## src/design/tmric_pkg.sv

```systemverilog
// Shared constants and field layouts of the timer with input capture.
package tmric_pkg;

  // ==========================================================================
  // Register indices (byte address is four times the index).
  localparam logic [9:0] IDX_TSC = 10'h040;
  localparam logic [9:0] IDX_CNTH = 10'h041;
  localparam logic [9:0] IDX_CNTL = 10'h042;
  localparam logic [9:0] IDX_MODH = 10'h043;
  localparam logic [9:0] IDX_MODL = 10'h044;
  localparam logic [9:0] IDX_CH0SC = 10'h045;
  localparam logic [9:0] IDX_CH0H = 10'h046;
  localparam logic [9:0] IDX_CH0L = 10'h047;
  localparam logic [9:0] IDX_CH1SC = 10'h048;
  localparam logic [9:0] IDX_CH1H = 10'h049;
  localparam logic [9:0] IDX_CH1L = 10'h04a;

  // ==========================================================================
  // Counter, prescaler and edge select encodings.
  localparam int DIV_W = 6;
  localparam logic [2:0] PS_EXT = 3'h7;
  localparam logic [1:0] EDGE_OFF = 2'h0;
  localparam logic [1:0] EDGE_RISE = 2'h1;
  localparam logic [1:0] EDGE_FALL = 2'h2;
  localparam logic [1:0] EDGE_ANY = 2'h3;

  // ==========================================================================
  // Reset values.
  localparam logic [7:0] TSC_RESET = 8'h20;
  localparam logic [7:0] CHAN_RESET = 8'h00;
  localparam logic [15:0] MOD_RESET = 16'hffff;
  localparam logic [15:0] COUNT_RESET = 16'h0000;

  // ==========================================================================
  // Field layouts, bit 7 first.
  typedef struct packed {
    logic overflow_flag;
    logic overflow_irq_enable;
    logic counter_halt;
    logic counter_reset;
    logic zero_bit;
    logic [2:0] prescale_select;
  } tmric_tsc_type;

  typedef struct packed {
    logic chan_flag;
    logic chan_irq_enable;
    logic mode_sel_b;
    logic mode_sel_a;
    logic edge_level_sel_b;
    logic edge_level_sel_a;
    logic toggle_on_overflow;
    logic full_duty;
  } tmric_chan_ctl_type;

endpackage

```

## src/design/tmric_cap_edge.sv

```systemverilog
// Pin synchroniser and programmable edge detector of one capture channel.
`timescale 1ns/1ps
module tmric_cap_edge
  import tmric_pkg::*;
(
  // Clock and reset.
  input logic ref_clk,
  input logic rst_n,
  // Channel pin and selection.
  input logic pin,
  input logic [1:0] edge_sel,
  input logic enable,
  // Capture strobe.
  output logic capture
);

  logic s1_r;
  logic s2_r;
  logic s3_r;
  logic rise;
  logic fall;

  // ==========================================================================
  // Synchroniser; the third stage only serves edge detection.
  always_ff @(posedge ref_clk) begin
    if (!rst_n) begin
      s1_r <= 1'b0;
      s2_r <= 1'b0;
      s3_r <= 1'b0;
    end else begin
      s1_r <= pin;
      s2_r <= s1_r;
      s3_r <= s2_r;
    end
  end

  assign rise = s2_r && !s3_r;
  assign fall = !s2_r && s3_r;

  // ==========================================================================
  // Edge qualification.
  always_comb begin
    capture = 1'b0;
    if (enable) begin
      case (edge_sel)
        EDGE_RISE: capture = rise;
        EDGE_FALL: capture = fall;
        EDGE_ANY: capture = rise || fall;
        default: capture = 1'b0;
      endcase
    end
  end

endmodule

```

## src/design/tmric_timer.sv

```systemverilog
// Two-channel 16-bit timer with input capture behind an APB slave.
`timescale 1ns/1ps
// What this block does
// - One 16-bit up-counter, free-running or modulo, is the common time base.
// - The modulo register pair holds the terminal count of the counter.
// - Reading the counter bytes never disturbs or stalls the counting.
// - Each channel captures only with its mode bits at 00; other modes leave it idle.
// - Prescale select picks one of seven bus clock rates or the clock pin.
// - Status byte: overflow flag, irq enable, halt, reset, zero, prescale select.
// - Channel 0 byte: flag, irq enable, mode b, mode a, edge b, a, toggle, duty.
// - Channel 1 byte equals channel 0 layout but bit 5 reads zero.
// - Counter is shown as a high byte and a low byte.
// - Each channel value is two 8-bit registers making one 16-bit value.
// - An active pin edge copies the counter into the channel value registers.
// - Two edge select bits per channel choose the triggering transition.
// - Captured value is count before the edge plus two at the undivided rate, stored two cycles later.
// - Every qualifying edge overwrites the value even if the flag is set.
// - A capture sets the channel flag; with its enable set it requests an irq.
// - Capture triggers on rising only, falling only, or either edge.
// - The external timer clock works up to 4 MHz.
// - Reset leaves the channel value registers unchanged.
// - Channel 0 mode b links the pair and leaves channel 1 unused.
module tmric_timer
  import tmric_pkg::*;
(
  // Clock and reset.
  input logic ref_clk,
  input logic rst_n,
  // APB slave.
  input logic psel,
  input logic penable,
  input logic [11:0] paddr,
  input logic pwrite,
  input logic [31:0] pwdata,
  output logic [31:0] prdata,
  output logic pready,
  output logic pslverr,
  // Pins.
  input logic external_timer_clock_pin,
  input logic [1:0] chan_pin,
  // Interrupt request.
  output logic timer_irq
);

  // ==========================================================================
  // State.
  tmric_tsc_type tsc_r;
  tmric_chan_ctl_type chan_ctl_r [2];
  logic [15:0] chan_val_r [2];
  logic [15:0] count_r;
  logic [15:0] mod_r;
  logic [DIV_W-1:0] div_r;
  logic [31:0] prdata_r;
  logic pready_r;
  logic pslverr_r;
  logic irq_r;
  logic ext_s1_r;
  logic ext_s2_r;
  logic ext_s3_r;

  // ==========================================================================
  // Bus decode.
  logic [9:0] idx;
  logic mapped;
  logic access;
  logic rd_phase;
  logic wr_en;
  logic trst_wr;
  logic [7:0] wbyte;
  logic [7:0] rd_byte;
  tmric_tsc_type wtsc;
  tmric_chan_ctl_type wchan;

  assign idx = paddr[11:2];
  assign mapped = (paddr[1:0] == 2'h0) && (idx >= IDX_TSC) && (idx <= IDX_CH1L);
  assign access = psel && penable;
  assign rd_phase = access && !pready_r;
  assign wr_en = access && pready_r && pwrite && mapped;
  assign wbyte = pwdata[7:0];
  assign wtsc = tmric_tsc_type'(wbyte);
  assign wchan = tmric_chan_ctl_type'(wbyte);
  assign trst_wr = wr_en && (idx == IDX_TSC) && wtsc.counter_reset;

  // ==========================================================================
  // Clock pin synchroniser.
  always_ff @(posedge ref_clk) begin
    if (!rst_n) begin
      ext_s1_r <= 1'b0;
      ext_s2_r <= 1'b0;
      ext_s3_r <= 1'b0;
    end else begin
      ext_s1_r <= external_timer_clock_pin;
      ext_s2_r <= ext_s1_r;
      ext_s3_r <= ext_s2_r;
    end
  end

  // ==========================================================================
  // Prescaler and counter tick.
  logic [DIV_W-1:0] div_mask;
  logic ext_rise;
  logic tick;
  logic wrap;

  assign ext_rise = ext_s2_r && !ext_s3_r;

  always_comb begin
    div_mask = DIV_W'((1 << tsc_r.prescale_select) - 1);
    tick = 1'b0;
    if (!tsc_r.counter_halt) begin
      if (tsc_r.prescale_select == PS_EXT) begin
        tick = ext_rise;
      end else begin
        tick = (div_r & div_mask) == div_mask;
      end
    end
  end

  assign wrap = tick && (count_r == mod_r);

  always_ff @(posedge ref_clk) begin
    if (!rst_n) begin
      div_r <= '0;
    end else if (trst_wr) begin
      div_r <= '0;
    end else if (!tsc_r.counter_halt) begin
      div_r <= div_r + DIV_W'(1);
    end
  end

  // ==========================================================================
  // Counter.
  always_ff @(posedge ref_clk) begin
    if (!rst_n) begin
      count_r <= COUNT_RESET;
    end else if (trst_wr) begin
      count_r <= COUNT_RESET;
    end else if (wrap) begin
      count_r <= COUNT_RESET;
    end else if (tick) begin
      count_r <= count_r + 16'h0001;
    end
  end

  // ==========================================================================
  // Modulo registers.
  always_ff @(posedge ref_clk) begin
    if (!rst_n) begin
      mod_r <= MOD_RESET;
    end else if (wr_en && idx == IDX_MODH) begin
      mod_r[15:8] <= wbyte;
    end else if (wr_en && idx == IDX_MODL) begin
      mod_r[7:0] <= wbyte;
    end
  end

  // ==========================================================================
  // Status and control; the reset and zero bits always read back as zero.
  always_ff @(posedge ref_clk) begin
    if (!rst_n) begin
      tsc_r <= tmric_tsc_type'(TSC_RESET);
    end else begin
      if (wr_en && idx == IDX_TSC) begin
        tsc_r.overflow_irq_enable <= wtsc.overflow_irq_enable;
        tsc_r.counter_halt <= wtsc.counter_halt;
        tsc_r.prescale_select <= wtsc.prescale_select;
        if (!wtsc.overflow_flag) begin
          tsc_r.overflow_flag <= 1'b0;
        end
      end
      if (wrap) begin
        tsc_r.overflow_flag <= 1'b1;
      end
      tsc_r.counter_reset <= 1'b0;
      tsc_r.zero_bit <= 1'b0;
    end
  end

  // ==========================================================================
  // Capture channels.
  logic [1:0] cap_pulse;
  logic [1:0] cap_en;

  genvar gi;
  generate
    for (gi = 0; gi < 2; gi++) begin : g_chan
      localparam logic [9:0] SC_IDX = (gi == 0) ? IDX_CH0SC : IDX_CH1SC;
      localparam logic [9:0] VH_IDX = (gi == 0) ? IDX_CH0H : IDX_CH1H;
      localparam logic [9:0] VL_IDX = (gi == 0) ? IDX_CH0L : IDX_CH1L;

      // Capture mode is mode bits 00; a linked pair disables channel 1.
      assign cap_en[gi] = !chan_ctl_r[gi].mode_sel_b && !chan_ctl_r[gi].mode_sel_a &&
        ((gi == 0) || !chan_ctl_r[0].mode_sel_b);

      tmric_cap_edge u_edge (
        .ref_clk(ref_clk),
        .rst_n(rst_n),
        .pin(chan_pin[gi]),
        .edge_sel({chan_ctl_r[gi].edge_level_sel_b, chan_ctl_r[gi].edge_level_sel_a}),
        .enable(cap_en[gi]),
        .capture(cap_pulse[gi])
      );

      always_ff @(posedge ref_clk) begin
        if (!rst_n) begin
          chan_ctl_r[gi] <= tmric_chan_ctl_type'(CHAN_RESET);
        end else begin
          if (wr_en && idx == SC_IDX) begin
            chan_ctl_r[gi].chan_irq_enable <= wchan.chan_irq_enable;
            chan_ctl_r[gi].mode_sel_b <= (gi == 0) ? wchan.mode_sel_b : 1'b0;
            chan_ctl_r[gi].mode_sel_a <= wchan.mode_sel_a;
            chan_ctl_r[gi].edge_level_sel_b <= wchan.edge_level_sel_b;
            chan_ctl_r[gi].edge_level_sel_a <= wchan.edge_level_sel_a;
            chan_ctl_r[gi].toggle_on_overflow <= wchan.toggle_on_overflow;
            chan_ctl_r[gi].full_duty <= wchan.full_duty;
            if (!wchan.chan_flag) begin
              chan_ctl_r[gi].chan_flag <= 1'b0;
            end
          end
          if (cap_pulse[gi]) begin
            chan_ctl_r[gi].chan_flag <= 1'b1;
          end
        end
      end

      // Value registers keep their contents through reset.
      always_ff @(posedge ref_clk) begin
        if (cap_pulse[gi]) begin
          chan_val_r[gi] <= count_r;
        end else if (wr_en && idx == VH_IDX) begin
          chan_val_r[gi][15:8] <= wbyte;
        end else if (wr_en && idx == VL_IDX) begin
          chan_val_r[gi][7:0] <= wbyte;
        end
      end
    end
  endgenerate

  // ==========================================================================
  // Read multiplexer.
  always_comb begin
    case (idx)
      IDX_TSC: rd_byte = tsc_r;
      IDX_CNTH: rd_byte = count_r[15:8];
      IDX_CNTL: rd_byte = count_r[7:0];
      IDX_MODH: rd_byte = mod_r[15:8];
      IDX_MODL: rd_byte = mod_r[7:0];
      IDX_CH0SC: rd_byte = chan_ctl_r[0];
      IDX_CH0H: rd_byte = chan_val_r[0][15:8];
      IDX_CH0L: rd_byte = chan_val_r[0][7:0];
      IDX_CH1SC: rd_byte = {chan_ctl_r[1][7:6], 1'b0, chan_ctl_r[1][4:0]};
      IDX_CH1H: rd_byte = chan_val_r[1][15:8];
      IDX_CH1L: rd_byte = chan_val_r[1][7:0];
      default: rd_byte = 8'h00;
    endcase
  end

  // ==========================================================================
  // APB answer: one wait state, data and error stand with pready.
  always_ff @(posedge ref_clk) begin
    if (!rst_n) begin
      pready_r <= 1'b0;
      pslverr_r <= 1'b0;
      prdata_r <= 32'h0000_0000;
    end else begin
      pready_r <= rd_phase;
      pslverr_r <= rd_phase && !mapped;
      if (rd_phase) begin
        prdata_r <= (mapped && !pwrite) ? {24'h00_0000, rd_byte} : 32'h0000_0000;
      end
    end
  end

  // ==========================================================================
  // Interrupt request.
  always_ff @(posedge ref_clk) begin
    if (!rst_n) begin
      irq_r <= 1'b0;
    end else begin
      irq_r <= (tsc_r.overflow_flag && tsc_r.overflow_irq_enable) ||
        (chan_ctl_r[0].chan_flag && chan_ctl_r[0].chan_irq_enable) ||
        (chan_ctl_r[1].chan_flag && chan_ctl_r[1].chan_irq_enable);
    end
  end

  assign prdata = prdata_r;
  assign pready = pready_r;
  assign pslverr = pslverr_r;
  assign timer_irq = irq_r;
endmodule
```

## config.mk

```make
export PLATFORM = sky130hd
export DESIGN_NAME = tmric_timer
export DESIGN_NICKNAME = d
export VERILOG_FILES = /design/src/design/tmric_pkg.sv /design/src/design/tmric_cap_edge.sv /design/src/design/tmric_timer.sv
export SDC_FILE = /design/constraint.sdc
export NUM_CORES = 1
export LEC_CHECK = 0
export BUFFER_PORTS_ARGS = -buffer_cell sky130_fd_sc_hd__buf_2
export CAP_MARGIN = 10
export CORE_ASPECT_RATIO = 1.2
export CORE_UTILIZATION = 57
export CTS_CLUSTER_SIZE = 25
export DETAILED_ROUTE_END_ITERATION = 16
export PLACE_DENSITY = 0.84
export SLEW_MARGIN = 20
export SYNTH_ARGS = -nofsm -noshare
export SYNTH_HDL_FRONTEND = slang
export SYNTH_SLANG_ARGS = --single-unit
```

## constraint.sdc

```tcl
create_clock -name ref_clk -period 2.7 [get_ports ref_clk]
set_clock_uncertainty 0.05 [all_clocks]
set_input_delay 0.135 -clock ref_clk [delete_from_list [all_inputs] [get_ports ref_clk]]
set_output_delay 0.135 -clock ref_clk [all_outputs]
set_load 0.02 [all_outputs]
```

==> flow_metrics.tcl, run 1 <==
set metrics [dict create \
    status "completed" \
    synth-compound-area-share_pct 8.73 \
    vias 4655 \
    nNetsFinal 677 \
    yosysWarnings 0 \
    die_h_um 114 \
    pre_cts_ws_ns 0.266 \
    synth_flop_cell "dfxtp_1" \
    synth_area_leaders "edfxtp_1 24%, dfxtp_1 22%, mux2_2 6.5%, mux2i_1 4.7%, xnor2_1 4.6%" \
    synthCells 579 \
    critPathKind "flip-flop to flip-flop" \
    hold_depth 3 \
    cpPeakStageDelay_ns 0.46 \
    die-area_um2 10800 \
    synthAdderAreaFrac_pct 1.27 \
    antenna_found_initial 0 \
    crit_arrival_ns 2.50 \
    ant_nets 0 \
    hold_buffers 3 \
    coreArea_um2 10100 \
    die_x_um 95.1 \
    holdCritStartpoint "pwdata[3]" \
    grt_pass1_vias 4463 \
    crit_slowest_cell "nand2b_1" \
    syn_area_um2 5930 \
    setup_violations 0 \
    ys_async_sr_fraction_pct 0 \
    synthSimpleGateAreaFrac_pct 19.0 \
    synth_top_area_cell "edfxtp_1" \
    setup_tns_ns 0 \
    tritoncts "yes" \
    cts_resized 0 \
    synth_edf_count 47 \
    overflow 0 \
    stdcell_area_um2 6600 \
    grtUsageMet2_pct 48.6 \
    grt_usage_pct 29.5 \
    p_leak_nw 2.60 \
    layout_commonest_cell "dfxtp_1" \
    timing.fmax_ghz 0.408 \
    synth.mux.area_fraction_pct 13.8 \
    fin_ws_ns 0.251 \
    synth_xor_area_share_pct 5.02 \
    wl_per_cell_um 20.0 \
    via_per_inst 6.21 \
    regArea_um2 2690 \
    r2r_slack_ns 0.25 \
    multiInputGateArea_um2 2930 \
    yosysTopAreaCellShare_pct 23.8 \
    grt_max_degree 30 \
    cts_root_buf "clkbuf_16" \
    layout-drive-gt1-share_pct 21.6 \
    use_met1_pct 35.6 \
    area_growth_pct 11.2 \
    r2r_end "chan_val_r[1][8]" \
    fin_crit_ns 2.45 \
    place_congestion 1.02 \
    synthDistinctLibCells 65 \
    post-cts-setup-buffers 0 \
    drt_first_pass_iters 7 \
    n_fill_cell 765 \
    place_area_um2 6220 \
    max_slew_margin_pct 49.2 \
    port_buffers 38 \
    min_path_type "input port to flip-flop" \
    critPathLaunchType "flip-flop" \
    syn_avg_cell_area_um2 10.2 \
    crit_chain "inv_1, ha_1, mux2i_1, a21oi_1, or3_1, nand2b_1, mux2_2" \
    ys_ff_latch 111 \
    ys_seq_area_share_pct 45.4 \
    grt_busiest_layer "met2" \
    initial_core_util_pct 59.0 \
    clock_path_buffers 2 \
    r2r-start "g_chan[1].u_edge.s3_r" \
    insertion_delay_ns 0.35 \
    worstMarginPinSlew_ns 0.762 \
    required_ns 2.75 \
    period_share_pct 90.7 \
    place_hpwl_um 11000 \
    r2r_cells 7 \
    min_to "mod_r[11]" \
    crit_path_max_fanout 8 \
    worstSetupEndpointType "flip-flop" \
    num_rows 40 \
    grtUsageMet3_pct 5.00 \
    peakVddDrop_v 0.000343 \
    hold_violations 0 \
    drc 0 \
    final_cell_mix "64 x dfxtp_1, 52 x nand2_1, 52 x nor2_1, 47 x edfxtp_1, 38 x buf_2" \
    drtIter0Drc 477 \
    ios 87 \
    drv_slew 0 \
    routed_wl_um 15000 \
    numCtsBuffers 9 \
    diodes 0 \
    synth_top_family_by_area "simple AND/OR/NAND/NOR gates" \
    grt_pass1_wl_um 23500 \
    power.density_nw_per_um2 535 \
    max-cap-violations 0 \
    htree_levels 3 \
    path_clk_slew_ns 0.07 \
    rsz0062_at_grt "no" \
    cts.sinks 111 \
]
[per-layer routing]
metal / vias up / part of all wire, %
li1: 2108 / -
met1: 2215 / 38
met2: 259 / 49
met3: 73 / 7.5
met4: 0 / 5.4
met5: - / 0
[Yosys cell counts, types with 2 or more instances]
cell type  count
nor3_1        18
xor2_1         3
nor2_1        52
a222oi_1       3
and2_1         9
a21oi_1       14
ha_1           6
buf_1          2
a211oi_1       2
clkbuf_1      23
a31oi_1        2
a22oi_1        9
xnor2_1       31
nand2b_1       3
nand3_1       17
nor2b_1        8
and3_1         3
a21oi_2        2
nor3b_1        2
nor2_8         2
edfxtp_1      47
nand2_1       52
nor4b_1        2
or2_2          2
mux2_2        34
buf_2         10
nand4_1       10
dfxtp_1       64
o21ai_0       14
inv_1         15
a32o_1         2
nor4_1        11
buf_4         24
mux2i_1       28
o211ai_1       8
a221oi_1       2
nand3b_1       3
a22o_1         4
mux4_2         7
o2bb2ai_1      2
or3_1          3
[how the worst max path moves through the flow]
stage | from | to | slack, ns | cells after the start
3_3_place_gp | g_chan[1].u_edge.s3_r | chan_val_r[1][12] | 0.32 | 7
5_1_grt | g_chan[1].u_edge.s3_r | chan_val_r[1][12] | 0.12 | 7
6_report | g_chan[1].u_edge.s3_r | chan_val_r[1][8] | 0.25 | 7
3_5_place_dp | g_chan[1].u_edge.s3_r | chan_val_r[1][14] | 0.27 | 7
2_1_floorplan | g_chan[1].u_edge.s3_r | chan_val_r[1][12] | 0.60 | 9
4_1_cts | g_chan[1].u_edge.s3_r | chan_val_r[1][14] | 0.25 | 7
[power by group]
group / internal, mW / switching [mW] / leakage (nW) / total [mW]
clock network: 0.910 / 0.612 / 0.168 / 1.52
registers: 1.76 / 0.0105 / 0.972 / 1.77
logic: 0.0763 / 0.165 / 1.46 / 0.241
total: 2.74 / 0.788 / 2.60 / 3.53
[logic make-up after synthesis]
logic type,count (synthesis)
AND/OR/NAND/NOR,210
adder cells (fa/ha/maj),6
XOR/XNOR,34
AO/OA/AOI/OAI,72
multiplexers,69
flip-flops,111
other,1
buffers and inverters,76
[metrics by stage]
stage	hold slack (ns)	util, %	power (mW)	cells
after floorplan	0.212	-	1.98	602
after global placement	0.293	61.8	2.03	731
after global routing	0.0176	65.6	3.62	750
after CTS	0.00734	65.6	3.53	750
final	0.0203	65.6	3.53	750
after detailed placement	0.297	61.8	2.04	731
[worst max-delay path: cells and delay by family (launching register included)]
kind,cells,cell delay (ns)
simple gates,2,0.87
mux,2,0.52
flops,1,0.35
fa+ha+maj,1,0.28
compound gates,1,0.08
buf+inv,1,0.05
[layout make-up]
type,instances,area share [%]
clock buffer,9,3.41
clock inverter,7,1.82
inverter,16,0.911
multi-input combinational,415,44.5
sequential,111,40.8
tap,126,2.39
timing repair buffer,66,6.18
[state kept, by name (all words and copies together), names as in the netlist, 2 cells and up]
name	cells
chan_val_r	32
count_r	16
mod_r	16
chan_ctl_r	15
prdata	8
div_r	6
tsc_r	6
g_chan.u_edge.s1_r	2
g_chan.u_edge.s2_r	2
g_chan.u_edge.s3_r	2
No activity file was read; power rests on OpenSTA's default activity.
==> inputs of run 2 (changes only) <==
Settings changed: CELL_PAD_IN_SITES_DETAIL_PLACEMENT set to 0, CELL_PAD_IN_SITES_GLOBAL_PLACEMENT set to 1, CORE_UTILIZATION 57 to 45.
==> run 2 against run 1 <==
Cell area up 0.34%. Sequential share of layout area down 0.14 points. Worst setup slack worse by 0.0040 ns. Core utilization down 14 points. Total power down 5.4%. Routed wire length up 4.4%. Hold slack better by 0.048 ns. Non-clock buffer count up 4. Global-route usage down 5.5 points. Largest cell class unchanged.
==> flow_metrics.tcl, run 2 (synthesis results as in run 1) <==
set metrics [dict create \
    status "completed" \
    die_h_um 128 \
    hold_violations 0 \
    grt_pass1_wl_um 24500 \
    post-cts-setup-buffers 0 \
    whs_ns 0.0681 \
    die_x_um 107 \
    place_hpwl_um 11500 \
    cts.sinks 111 \
    p_leak_nw 2.59 \
    setup_violations 0 \
    grt_usage_pct 24.0 \
    die-area_um2 13700 \
    drc 0 \
    cts_resized 0 \
    power.density_nw_per_um2 505 \
    placedCellCount 773 \
    numCtsBuffers 9 \
    max-cap-violations 0 \
    r2r_slack_ns 0.25 \
    vias 4612 \
    wl_per_cell_um 19.8 \
    tritoncts "yes" \
    diodes 0 \
    crit_arrival_ns 2.51 \
    layout-drive-gt1-share_pct 22.0 \
    rsz0062_at_grt "no" \
    top_regs "chan_val_r: 32 flops, count_r: 16 flops, mod_r: 16 flops" \
    insertion_delay_ns 0.35 \
    cts_root_buf "clkbuf_16" \
    fin_crit_ns 2.45 \
    path_clk_slew_ns 0.07 \
    via_per_inst 5.82 \
    initial_core_util_pct 46.4 \
    clock_path_buffers 2 \
    worstSetupEndpointType "flip-flop" \
    instances_no_fill 792 \
    critPathKind "flip-flop to flip-flop" \
    cp-startpoint "g_chan[1].u_edge.s3_r" \
    largest_register_ffs 32 \
    drt_first_pass_iters 5 \
    htree_levels 3 \
    critPathLaunchType "flip-flop" \
    r2r_end "chan_val_r[1][9]" \
    worstMarginPinSlew_ns 0.818 \
    num_rows 45 \
    routed_wl_um 15700 \
    setup_tns_ns 0 \
    critPathCapture "chan_val_r[1][9]" \
    grt_max_degree 30 \
    area_growth_pct 11.5 \
    crit_slowest_cell "nand2b_1" \
    drtIter0Drc 470 \
    nNetsFinal 681 \
    ios 87 \
    r2r_cells 7 \
    overflow 0 \
    hold_buffers 3 \
    max_slew_margin_pct 45.5 \
    grt_pass1_vias 4459 \
    cpPeakStageDelay_ns 0.46 \
    crit_chain "inv_1, ha_1, mux2i_1, a21oi_1, or3_1, nand2b_1, mux2_2" \
    period_share_pct 90.9 \
    r2r-start "g_chan[1].u_edge.s3_r" \
    required_ns 2.75 \
    ant_nets 0 \
    min_path_type "input port to flip-flop" \
    regMostFlops "chan_val_r" \
    crit_path_max_fanout 8 \
    place_congestion 0.886 \
    final_cell_mix "64 x dfxtp_1, 52 x nand2_1, 52 x nor2_1, 47 x edfxtp_1, 38 x buf_2" \
    peakVddDrop_v 0.000265 \
    timing.fmax_ghz 0.408 \
    coreArea_um2 12800 \
    antenna_found_initial 0 \
    port_buffers 38 \
    drv_slew 0 \
    layout_commonest_cell "dfxtp_1" \
]
## run 2: layer usage
| metal | wire length (µm) | vias up | part of all wire, % | GRT usage [%] |
|---|---|---|---|---|
| li1 | - | 2119 | - | - |
| met1 | 6130 | 2205 | 39 | 29.0 |
| met2 | 7600 | 239 | 48 | 39.8 |
| met3 | 1050 | 49 | 6.7 | 3.46 |
| met4 | 898 | 0 | 5.7 | 15.5 |
| met5 | 0 | - | 0 | 0 |
## run 2: worst max-delay path, delay by kind of cell, from the launching register on
family | cells | cell delay (ns)
adders and majority gates | 1 | 0.28
muxes | 2 | 0.53
and+or+nand+nor | 2 | 0.88
DFF | 1 | 0.34
buffers and inverters | 1 | 0.05
AOI/OAI and AO/OA | 1 | 0.08
## run 2: cell type report
type | count | area, µm²
Clock inverter | 5 | 57.6
Timing Repair Buffer | 70 | 438
Sequential cell | 111 | 2690
Inverter | 16 | 60.1
Multi-Input combinational cell | 415 | 2930
Tap cell | 164 | 205
Fill cell | 1136 | 6160
Clock buffer | 11 | 233
## run 2: stage by stage
step	setup slack (ns)	power, mW	cell area [µm²]	util [%]
floorplan	0.599	1.98	6020	-
global placement	0.315	2.04	6300	49.3
detailed placement	0.261	2.05	6300	49.3
CTS	0.258	3.36	6620	51.8
global route	0.126	3.45	6620	51.8
finish	0.247	3.34	6620	51.8
## run 2: worst min-delay path by stage
| stage | depth (start not counted) | slack (ns) | to | start |
|---|---|---|---|---|
| finish | 3 | 0.07 | mod_r[14] | pwdata[6] |
| global route | 3 | 0.08 | mod_r[14] | pwdata[6] |
| CTS | 3 | 0.05 | mod_r[10] | pwdata[2] |
| detailed placement | 2 | 0.30 | g_chan[0].u_edge.s1_r | chan_pin[0] |
| global placement | 2 | 0.29 | g_chan[0].u_edge.s1_r | chan_pin[0] |
| floorplan | 1 | 0.21 | ext_s1_r | external_timer_clock_pin |
## run 2: power by group
part           switching [mW]  internal, mW  total, mW
clock network           0.606         0.722       1.33
logic                   0.168        0.0777      0.246
registers              0.0121          1.76       1.77
